$ cat src/verilog/gpp_pkg.sv
// gpp_pkg: constants for the general purpose io port
package gpp_pkg;
	localparam int          NPIN      = 8;
	localparam int          NGRP      = 2;
	localparam logic [11:0] OFF_DATA  = 12'h000;
	localparam logic [11:0] OFF_DIR   = 12'h004;
	localparam logic [11:0] OFF_OPT   = 12'h008;
	localparam logic [11:0] OFF_EDGE  = 12'h00C;
	localparam logic [11:0] OFF_GSEL  = 12'h010;
	localparam logic [11:0] OFF_PEND  = 12'h014;
	localparam logic [7:0]  RST_DATA  = 8'hFF;
	localparam logic [7:0]  RST_DIR   = 8'h00;
	localparam logic [7:0]  RST_OPT   = 8'h00;
	localparam logic [7:0]  RST_GSEL  = 8'h0F;
	localparam logic [1:0]  RST_EDGE  = 2'h0;
	localparam logic        EDGE_RISE = 1'h0;
	localparam logic        EDGE_FALL = 1'h1;
	localparam logic [23:0] ZERO_PAD  = 24'h000000;
	localparam logic [29:0] ZERO_PAD2 = 30'h00000000;
	typedef enum logic [1:0] {
		GPP_IDLE   = 2'b00,
		GPP_ACCESS = 2'b01
	} gpp_bus_state_t;
endpackage

$ cat src/verilog/gpp_cfg_if.sv
// gpp_cfg_if: port configuration carried from the bus slave to the pin logic
`timescale 1ns/100ps
interface gpp_cfg_if;
	logic [7:0] data_latch;
	logic [7:0] dir;
	logic [7:0] opt;
	logic [7:0] pin_in;
	logic [7:0] irq_in;
	modport owner (output data_latch, output dir, output opt, input pin_in, input irq_in);
	modport pins  (input data_latch, input dir, input opt, output pin_in, output irq_in);
endinterface

$ cat src/verilog/gpp_pin_cell.sv
// gpp_pin_cell: per pin drive, pull, read back and interrupt level logic
`timescale 1ns/100ps
module gpp_pin_cell (
	input  wire logic       clk,
	input  wire logic       rst_n,
	gpp_cfg_if.pins         cfg,
	input  wire logic [7:0] pad_in,
	input  wire logic [7:0] alt_oe,
	input  wire logic [7:0] alt_out,
	output logic      [7:0] pad_out,
	output logic      [7:0] pad_oe,
	output logic      [7:0] pull_en,
	output logic      [7:0] alt_in
);
	logic [7:0] sync1_reg;
	logic [7:0] sync2_reg;

	// two stage synchroniser; only sync2 is read
	always_ff @(posedge clk or negedge rst_n) begin
		if (!rst_n) begin
			sync1_reg <= 8'h00;
			sync2_reg <= 8'h00;
		end else begin
			sync1_reg <= pad_in;
			sync2_reg <= sync1_reg;
		end
	end

	genvar i;
	generate
		for (i = 0; i < gpp_pkg::NPIN; i++) begin : g_pin
			wire out_mode = cfg.dir[i] | alt_oe[i];
			wire drv_val  = alt_oe[i] ? alt_out[i] : cfg.data_latch[i];
			wire push     = alt_oe[i] | cfg.opt[i];
			assign pad_out[i] = drv_val;
			// open drain drives only a zero; push pull both levels
			assign pad_oe[i]  = out_mode & (push | ~drv_val);
			assign pull_en[i] = ~out_mode & cfg.opt[i];
			// read: input mode gives pin, except alt drive; output mode gives latch
			assign cfg.pin_in[i] = cfg.dir[i] ? cfg.data_latch[i] :
				(alt_oe[i] ? alt_out[i] : sync2_reg[i]);
			assign alt_in[i] = cfg.dir[i] ? cfg.data_latch[i] : sync2_reg[i];
			// a disabled interrupt pin presents a one to the edge detector
			assign cfg.irq_in[i] = (~cfg.dir[i] & cfg.opt[i]) ? sync2_reg[i] : 1'b1;
		end
	endgenerate
endmodule

$ cat src/verilog/gpp_port.sv
// gpp_port: eight pin general purpose io port with apb registers and external interrupt lines
// How it works
// - eight pins; bit x of data, direction, option controls pin x
// - direction 0 makes an input; data read returns the pin level
// - in input mode option selects floating or pull-up
// - data writes in input mode only change the latch
// - option set in input mode makes the pin an interrupt source
// - each interrupt line has its own rising or falling sensitivity
// - pins of a group are ANDed before edge detection
// - a vector fetch clears that line's pending request
// - changing a line's sensitivity clears its pending request
// - disabled interrupt pins feed logic one to the detector
// - direction 1 drives latch; read returns written value
// - option selects push-pull or open-drain output drive
// - enabled peripheral output forces output and overrides port settings
// - input pin driven by alternate output reads alternate value
// - output pin gives alternate input the data latch value
// - direction/option pairs: 00 float, 01 pull-up, 10 open drain, 11 push-pull
`timescale 1ns/100ps
module gpp_port (
	input  wire logic        SYS_CLK,
	input  wire logic        RESETN,
	input  wire logic        PSEL,
	input  wire logic        PENABLE,
	input  wire logic        PWRITE,
	input  wire logic [11:0] PADDR,
	input  wire logic [31:0] PWDATA,
	output logic      [31:0] PRDATA,
	output logic             PREADY,
	output logic             PSLVERR,
	input  wire logic [7:0]  PAD_IN,
	output logic      [7:0]  PAD_OUT,
	output logic      [7:0]  PAD_OE,
	output logic      [7:0]  PULL_EN,
	input  wire logic [7:0]  ALT_OE,
	input  wire logic [7:0]  ALT_OUT,
	output logic      [7:0]  ALT_IN,
	input  wire logic [1:0]  VECTOR_FETCH,
	output logic      [1:0]  EXT_IRQ
);
	gpp_cfg_if cfg ();

	logic [7:0]  data_reg;
	logic [7:0]  dir_reg;
	logic [7:0]  opt_reg;
	logic [1:0]  edge_reg;
	logic [7:0]  gsel_reg;
	logic [1:0]  pend_reg;
	logic [1:0]  pend_next;
	logic [1:0]  grp_lvl_reg;
	logic [31:0] prdata_reg;
	logic        pready_reg;
	logic        pslverr_reg;
	logic [7:0]  pad_out_reg;
	logic [7:0]  pad_oe_reg;
	logic [7:0]  pull_en_reg;
	logic [7:0]  alt_in_reg;
	wire  [7:0]  pad_out_w;
	wire  [7:0]  pad_oe_w;
	wire  [7:0]  pull_en_w;
	wire  [7:0]  alt_in_w;

	assign cfg.data_latch = data_reg;
	assign cfg.dir        = dir_reg;
	assign cfg.opt        = opt_reg;

	gpp_pin_cell u_cell (
		.clk     (SYS_CLK),
		.rst_n   (RESETN),
		.cfg     (cfg),
		.pad_in  (PAD_IN),
		.alt_oe  (ALT_OE),
		.alt_out (ALT_OUT),
		.pad_out (pad_out_w),
		.pad_oe  (pad_oe_w),
		.pull_en (pull_en_w),
		.alt_in  (alt_in_w)
	);

	// apb decode; single wait-free access, unmapped gives pslverr
	wire        setup   = PSEL & ~PENABLE;
	// a write lands only on the completing edge, so a setup that is never finished changes nothing
	wire        acc_done = PSEL & PENABLE & pready_reg;
	wire        wr_en   = acc_done & PWRITE;
	wire        hit_dat = PADDR == gpp_pkg::OFF_DATA;
	wire        hit_dir = PADDR == gpp_pkg::OFF_DIR;
	wire        hit_opt = PADDR == gpp_pkg::OFF_OPT;
	wire        hit_edg = PADDR == gpp_pkg::OFF_EDGE;
	wire        hit_gs  = PADDR == gpp_pkg::OFF_GSEL;
	wire        hit_pnd = PADDR == gpp_pkg::OFF_PEND;
	wire        mapped  = hit_dat | hit_dir | hit_opt | hit_edg | hit_gs | hit_pnd;
	wire [7:0]  rd8     = hit_dat ? cfg.pin_in : hit_dir ? dir_reg : hit_opt ? opt_reg :
		hit_gs ? gsel_reg : 8'h00;
	wire [31:0] rdata   = hit_edg ? {gpp_pkg::ZERO_PAD2, edge_reg} :
		hit_pnd ? {gpp_pkg::ZERO_PAD2, pend_reg} : {gpp_pkg::ZERO_PAD, rd8};
	wire [1:0]  edge_wr = PWDATA[1:0];
	wire        edge_ch = wr_en & hit_edg; // write strobe for sensitivity

	// answer registered in the setup cycle, so pready rises with penable
	always_ff @(posedge SYS_CLK or negedge RESETN) begin
		if (!RESETN) begin
			prdata_reg  <= 32'h00000000;
			pready_reg  <= 1'b0;
			pslverr_reg <= 1'b0;
		end else begin
			pready_reg  <= setup;
			pslverr_reg <= setup & ~mapped;
			prdata_reg  <= (setup & ~PWRITE) ? rdata : 32'h00000000;
		end
	end

	// config registers; a data write only updates the latch
	always_ff @(posedge SYS_CLK or negedge RESETN) begin
		if (!RESETN) begin
			data_reg <= gpp_pkg::RST_DATA;
			dir_reg  <= gpp_pkg::RST_DIR;
			opt_reg  <= gpp_pkg::RST_OPT;
			gsel_reg <= gpp_pkg::RST_GSEL;
			edge_reg <= gpp_pkg::RST_EDGE;
		end else begin
			if (wr_en && hit_dat)
				data_reg <= PWDATA[7:0];
			if (wr_en && hit_dir)
				dir_reg <= PWDATA[7:0];
			if (wr_en && hit_opt)
				opt_reg <= PWDATA[7:0];
			if (wr_en && hit_gs)
				gsel_reg <= PWDATA[7:0];
			if (edge_ch)
				edge_reg <= edge_wr;
		end
	end

	// group combine: AND of member pins; gsel bit 1 puts a pin on line 0
	wire [7:0] grp0_term = cfg.irq_in | ~gsel_reg;
	wire [7:0] grp1_term = cfg.irq_in | gsel_reg;
	wire [1:0] grp_lvl   = {&grp1_term, &grp0_term};

	genvar g;
	generate
		for (g = 0; g < gpp_pkg::NGRP; g++) begin : g_line
			wire rise = grp_lvl[g] & ~grp_lvl_reg[g];
			wire fall = ~grp_lvl[g] & grp_lvl_reg[g];
			wire hit  = (edge_reg[g] == gpp_pkg::EDGE_FALL) ? fall : rise;
			wire clr  = VECTOR_FETCH[g] | (edge_ch && (edge_wr[g] != edge_reg[g]));
			// a new edge wins over a clear in the same cycle
			assign pend_next[g] = hit | (pend_reg[g] & ~clr);
		end
	endgenerate

	// detector history resets to one, matching a disabled pin
	always_ff @(posedge SYS_CLK or negedge RESETN) begin
		if (!RESETN) begin
			grp_lvl_reg <= {gpp_pkg::NGRP{1'b1}};
			pend_reg    <= 2'h0;
		end else begin
			grp_lvl_reg <= grp_lvl;
			pend_reg    <= pend_next;
		end
	end

	// pin outputs registered to keep top outputs on flops
	always_ff @(posedge SYS_CLK or negedge RESETN) begin
		if (!RESETN) begin
			pad_out_reg <= 8'h00;
			pad_oe_reg  <= 8'h00;
			pull_en_reg <= 8'h00;
			alt_in_reg  <= 8'h00;
		end else begin
			pad_out_reg <= pad_out_w;
			pad_oe_reg  <= pad_oe_w;
			pull_en_reg <= pull_en_w;
			alt_in_reg  <= alt_in_w;
		end
	end

	assign PRDATA  = prdata_reg;
	assign PREADY  = pready_reg;
	assign PSLVERR = pslverr_reg;
	assign PAD_OUT = pad_out_reg;
	assign PAD_OE  = pad_oe_reg;
	assign PULL_EN = pull_en_reg;
	assign ALT_IN  = alt_in_reg;
	assign EXT_IRQ = pend_reg;
endmodule

$ cat config.mk
export PLATFORM = sky130hd
export DESIGN_NAME = gpp_port
export DESIGN_NICKNAME = d
export VERILOG_FILES = /design/src/verilog/gpp_pkg.sv /design/src/verilog/gpp_cfg_if.sv /design/src/verilog/gpp_pin_cell.sv /design/src/verilog/gpp_port.sv
export SDC_FILE = /design/constraint.sdc
export NUM_CORES = 1
export LEC_CHECK = 0
export BUFFER_PORTS_ARGS = -buffer_cell sky130_fd_sc_hd__buf_2
export CORE_ASPECT_RATIO = 1.4
export CORE_MARGIN = 3
export CORE_UTILIZATION = 50
export CTS_CLUSTER_SIZE = 40
export DETAILED_ROUTE_END_ITERATION = 10
export GPL_TIMING_DRIVEN = 0
export PLACE_DENSITY = 0.86
export SLEW_MARGIN = 20
export SYNTH_ARGS = -nofsm -noshare
export SYNTH_HDL_FRONTEND = slang
export SYNTH_SLANG_ARGS = --single-unit
export TNS_END_PERCENT = 10
$ cat constraint.sdc
create_clock -name SYS_CLK -period 2.1 [get_ports SYS_CLK]
set_clock_uncertainty 0.2 [all_clocks]
set_input_delay 0.42 -clock SYS_CLK [delete_from_list [all_inputs] [get_ports SYS_CLK]]
set_output_delay 0.42 -clock SYS_CLK [all_outputs]
set_load 0.1 [all_outputs]
==> flow_summary_export.csv, run 1 <==
group,metric,value,unit
drt,remaining_drc_errors,0,
die,die_x,84.5,um
sta,finalMaxSlewViolations,0,
placement,globalplace.congestion,0.952,
drt,dr.pass1.iters,4,
logic_synthesis,synthTopCellsByArea,"dfrtp_1, mux2_2, dfstp_2",
grt,grt_pass1_wl,16.7,mm
sta,setup_viol,11,
logic_synthesis,seq_area_frac_synth,56.2,%
critical_path,cp_data_required_time,2.11,ns
pwr,seq_power_share,44.0,%
sta,min_period,2.18,ns
final_layout,layout_commonest_cell,"buf_2",
pwr,p_per_area,753,mW/mm2
critical_path,rrSetupSlack,0.16,ns
sta,max_slew_margin,60.3,%
sta,final-hold-violation-count,0,
pwr,irDropWorstVdd,0.000525,V
die,core,0.00830,mm2
die,fp.dieArea,0.00978,mm2
sta,worst_pin_slew,0.595,ns
final_layout,fin_cells,632,
logic_synthesis,netlist.area_leader.share,47.6,%
pwr,p_sw,1.19,mW
clocking,cts_root_buf,"clkbuf_16",
grt,grt_pass1_vias,3486,
final_layout,drive_above_1_share,42.8,%
critical_path,cp-start-kind,"primary input",
critical_path,worstSetupEndpointType,"flop",
min_path,whs_path_depth,2,
logic_synthesis,synth_area,0.00431,mm2
logic_synthesis,avgSynthCellArea,11.5,um2
logic_synthesis,netlist_instances,374,
critical_path,crit_type,"primary input to flop",
placement,port_buffers,93,
pwr,clockPowerShare,41.3,%
final_layout,diodes,0,
critical_path,rr_endpoint,"cfg.dir[5]$_DFFE_PN0P_",
logic_synthesis,ys_warn_count,0,
logic_synthesis,ys_types,53,
logic_synthesis,ys_ff_latch,96,
clocking,cts_buffer_depth,2,
sta,period_share,104,%
drt,drtIter0Drc,169,
final_layout,nets,600,
critical_path,rr_worst_depth,5,
drt,wl,10.4,mm
logic_synthesis,synth-edff-count,0,
pwr,p_leak,2.69,nW
grt,grt_use_total,22.1,%
die,start_util,51.9,%
placement,preCtsSetupSlack,-0.836,ns
critical_path,worstPathArrival,2.20,ns
clocking,htree_levels,3,
clocking,clock_sinks,96,
drt,antenna_left,0,
placement,dp_hpwl,7.38,mm
logic_synthesis,synth_top_area_cell,"dfrtp_1",
outcome,outcome,"finished with violations",
final_layout,final_cell_mix,"buf_2, dfrtp_1, o21ai_0, buf_4, mux2_2",
outcome,violations,"setup timing",
clocking,clk_pin_slew_worst_paths,0.07,ns
final_layout,area_delta_synth_final,33.6,%
sta,fmax,0.458,GHz
logic_synthesis,synth_ff_type,"dfrtp_1",
die,dieHeight,116,um
min_path,min_from,"ALT_OE[7]",
grt,grt-ovfl-total,0,
final_layout,final_util,69.4,%
logic_synthesis,async_flop_share,100,%
clocking,clk_latency,0.35,ns
drt,vias,3364,
drt,viasPerCell,5.32,
run,maxCapViolCount,0,
drt,wire_per_inst,16.5,um
pwr,internal-power,3.14,mW
clocking,numCtsBuffers,9,
placement,dpl-instance-area,0.00505,mm2
pwr,p_comb_share,14.8,%
final_layout,finalInstanceArea,0.00575,mm2
grt,grt_max_degree,52,
critical_path,reg2reg_from,"PREADY$_DFF_PN0_",
critical_path,crit_fanout,4,
sta,final.setup.worst_slack,-0.0824,ns
die,std_cell_rows,39,
clocking,cts_tree,"yes",
min_path,min-delay-path-class,"primary input to flop",
grt,antenna_found_initial,0,
pwr,swShare,27.5,%
placement,dp_cells,593,
sta,hold_slack,0.0685,ns
sta,rsz0062_at_grt,"true",
die,io_pins,143,
min_path,holdPathEnd,"PULL_EN[7]$_DFF_PN0_",
-- cells by family (layout without fill, tap and decap cells) --
group,Yosys count,after routing,share of synthesized area (%)
xor+xnor,2,2,0.407
other cells,1,24,0.0870
simple gates,112,112,16.1
buf+inv,51,184,6.77
mux,38,38,9.88
compound gates,74,74,10.5
flops,96,96,56.2
-- final cells by class --
class | instances | area [um2]
buffer | 32 | 215
timing repair buffer | 118 | 771
tap | 102 | 128
multi-input combinational | 250 | 1820
clock buffer | 12 | 256
fill | 618 | 2540
clock inverter | 4 | 76.3
sequential | 96 | 2420
inverter | 18 | 67.6
-- per-stage QoR --
step / total power, mW / TNS, ns
global placement: 2.53 / -58.15
global route: 4.47 / -0.665
floorplan: 2.39 / -6.14
detailed placement: 2.55 / -25.69
CTS: 4.35 / -1.08
finish: 4.33 / -0.291
-- critical path: stages --
cell and delay [ns]:
buf_6 0.09, or4_4 0.57, or4_4 0.58, or2_1 0.25, o21ai_1 0.16, o211ai_1 0.12
-- worst max-delay path by stage --
| stage | slack, ns | cells after the start | from | endpoint |
|---|---|---|---|---|
| finish | -0.08 | 6 | PADDR[9] | EXT_IRQ[1]$_DFF_PN0_ |
| global route | -0.11 | 6 | PADDR[6] | EXT_IRQ[1]$_DFF_PN0_ |
| CTS | -0.1 | 6 | PADDR[10] | EXT_IRQ[1]$_DFF_PN0_ |
| detailed placement | -0.84 | 6 | PADDR[1] | PRDATA[7]$_DFF_PN0_ |
| global placement | -0.78 | 6 | PADDR[1] | cfg.opt[1]$_DFFE_PN0P_ |
| floorplan | -0.27 | 6 | PADDR[9] | EXT_IRQ[0]$_DFF_PN0_ |
-- what timing repair did --
| action | in CTS | in global routing |
|---|---|---|
| buffers inserted | 10 | 5 |
| resized for setup | 19 | 20 |
| setup endpoints to repair | 44 | 39 |
| hold endpoints to repair | 49 | 0 |
| pin swaps | 8 | 14 |
| hold buffers | 9 | 0 |
-- synth_stat cells, types with 2 or more instances --
cell / count
inv_1: 18
nor4bb_1: 6
o211ai_1: 2
nand3_1: 2
and3_1: 2
dfstp_2: 14
buf_2: 2
mux2_2: 35
xnor2_1: 2
nor4b_1: 7
dfrtp_1: 82
a21o_1: 2
buf_4: 24
a22oi_1: 5
a2111oi_0: 3
o22ai_1: 2
or2_2: 2
nor3b_1: 10
nor4_1: 3
a21oi_1: 6
a211oi_1: 5
nor2_1: 17
a221oi_1: 2
o21ai_0: 40
a2bb2oi_1: 2
or4_1: 4
nand2b_1: 10
clkbuf_1: 6
o21ai_1: 2
nand2_1: 27
or2_1: 2
nor2b_1: 6
mux2i_1: 2
-- per-layer routing --
| metal | track usage (%) | routed length, um | vias up |
|---|---|---|---|
| met1 | 25.1 | 3740 | 1637 |
| li1 | - | - | 1582 |
| met5 | 0 | 0 | - |
| met2 | 38.3 | 5640 | 117 |
| met4 | 12.2 | 333 | 0 |
| met3 | 5.41 | 687 | 28 |
-- power groups by stage --
stage | Combinational (mW) | Clock [mW] | Sequential [mW]
after floorplan | 0.281 | 0 | 2.11
after global placement | 0.594 | 0 | 1.94
after detailed placement | 0.607 | 0 | 1.94
after CTS | 0.628 | 1.82 | 1.91
after global routing | 0.671 | 1.89 | 1.91
final | 0.639 | 1.79 | 1.91
Power figures use the tool's default switching activity.
==> run 2, diff against run 1 <==
- PLACE_DENSITY: 0.86 -> 0.81
- SKIP_LAST_GASP: default -> 1
==> flow_summary_export.csv, run 2 (synthesized netlist as in run 1, its figures left out) <==
group,metric,value,unit
placement,globalplace.congestion,0.920,
die,core,0.00830,mm2
critical_path,crit_fanout,6,
outcome,violations,"setup timing",
clocking,clk_pin_slew_worst_paths,0.07,ns
grt,grt_max_degree,50,
final_layout,final_cell_mix,"buf_2, dfrtp_1, buf_4, o21ai_0, mux2_2",
final_layout,area_delta_synth_final,34.2,%
critical_path,crit_type,"primary input to flop",
grt,grt_pass1_vias,3461,
clocking,numCtsBuffers,9,
critical_path,cp_data_required_time,2.13,ns
run,maxCapViolCount,0,
clocking,clock_sinks,96,
die,dieHeight,116,um
critical_path,worstPathArrival,2.20,ns
clocking,cts_root_buf,"clkbuf_16",
placement,port_buffers,93,
sta,setup_viol,10,
outcome,outcome,"finished with violations",
die,start_util,51.9,%
critical_path,cp_cell_sequence,"buf_2 -> or4_4 -> or3_4 -> nor3_4 -> buf_12 -> mux2_2",
critical_path,worstSetupEndpointType,"flop",
final_layout,nets,602,
sta,final-hold-violation-count,0,
placement,preCtsSetupSlack,-0.783,ns
critical_path,cp.buffers_inverters,2,
clocking,clk_latency,0.34,ns
clocking,cts_buffer_depth,2,
min_path,min-delay-path-class,"primary input to flop",
clocking,htree_levels,3,
grt,grt-ovfl-total,0,
drt,wl,10.8,mm
critical_path,cp-start-kind,"primary input",
critical_path,worst_path_dominant_cell_family,"simple AND/OR/NAND/NOR gates",
die,die_x,84.5,um
die,fp.dieArea,0.00978,mm2
final_layout,layout_commonest_cell,"buf_2",
drt,vias,3380,
drt,antenna_left,0,
drt,dr.pass1.iters,4,
grt,grt_pass1_wl,17.0,mm
critical_path,slowest_stage,"or4_4",
sta,rsz0062_at_grt,"true",
sta,period_share,103,%
die,std_cell_rows,39,
final_layout,diodes,0,
drt,viasPerCell,5.33,
sta,min_period,2.17,ns
sta,worst_pin_slew,0.532,ns
grt,antenna_found_initial,0,
pwr,p_leak,2.72,nW
final_layout,fin_cells,634,
final_layout,drive_above_1_share,43.2,%
placement,dp_hpwl,7.45,mm
die,io_pins,143,
drt,remaining_drc_errors,0,
placement,dp_cells,593,
drt,drtIter0Drc,246,
pwr,p_per_area,765,mW/mm2
sta,finalMaxSlewViolations,0,
sta,final.setup.worst_slack,-0.0697,ns
drt,wire_per_inst,17.0,um
clocking,cts_tree,"yes",
sta,max_slew_margin,63.6,%
grt,grt_use_total,22.5,%
critical_path,worst_path_largest_cell_delay,0.53,ns
pwr,irDropWorstVdd,0.000612,V
sta,fmax,0.461,GHz
final_layout,final_util,69.7,%
-- run 2: changes by cell type in the layout (fill, tap and decap cells not counted), moves of 2 or more --
cell      delta
clkbuf_8     -2
mux2_2       +2
buf_4        +2
buf_8        +2
buf_6        -3
buf_2        +2
mux2_4       -2
-- run 2: layer usage --
layer | vias to the layer above | track usage, % | wire length, um
met4 | 0 | 8.76 | 184
met2 | 126 | 42.3 | 5970
met3 | 17 | 2.84 | 603
li1 | 1587 | - | -
met5 | - | 0 | 0
met1 | 1650 | 25.9 | 4040
-- run 2: worst reg2reg max path: stages (launching register included) --
cell and delay, ns:
dfrtp_1 0.33, clkbuf_1 0.30, nor4b_1 0.10, a2111oi_0 0.49
and2_1 0.29, nand2_1 0.08, o211ai_1 0.12
-- run 2: path summary, 6_finish.rpt --
kind | from | endpoint | slack [ns] | depth (start not counted)
setup / recovery | PADDR[1] | cfg.dir[3]$_DFFE_PN0P_ | -0.07 | 6
hold / removal | ALT_OE[4] | PULL_EN[4]$_DFF_PN0_ | 0.07 | 2
min in group asynchronous | RESETN | ALT_IN[4]$_DFF_PN0_ | 0.38 | 2
max in group asynchronous | RESETN | cfg.data_latch[1]$_DFFE_PN1P_ | 0.68 | 3
setup reg to reg | cfg.dir[5]$_DFFE_PN0P_ | EXT_IRQ[1]$_DFF_PN0_ | 0.10 | 6
hold reg to reg | u_cell.sync1_reg[1]$_DFF_PN0_ | u_cell.sync2_reg[1]$_DFF_PN0_ | 0.15 | 0
-- run 2: final cells by class --
type                            count  area [um2]
Sequential cell                    96        2420
Clock inverter                      6         116
Buffer                             31         211
Clock buffer                       10         229
Inverter                           18        67.6
Timing Repair Buffer              121         792
Multi-Input combinational cell    250        1810
Tap cell                          102         128
Fill cell                         641        2510
-- run 2: metrics by stage --
step           instance area, um2  setup TNS (ns)  hold slack (ns)  total power [mW]
6_report                     5780          -0.486           0.0725              4.42
3_3_place_gp                 5020          -59.26            0.133              2.53
3_5_place_dp                 5050          -25.05            0.136              2.55
5_1_grt                      5780          -0.868           0.0861              4.55
2_1_floorplan                4430           -6.14          -0.0756              2.39
4_1_cts                      5610           -2.39           0.0650              4.43
-- run 2: timing repair --
item | in CTS | in global routing
setup endpoints to repair | 44 | 43
pin swaps | 9 | 14
hold buffers | 9 | 0
hold endpoints to repair | 46 | 0
gates resized for setup | 11 | 29
buffers inserted | 8 | 10
-- run 2: power breakdown --
part           internal [mW]  total [mW]  switching [mW]
combinational          0.144       0.647           0.503
sequential              1.89        1.91          0.0164
clock                   1.17        1.87           0.698
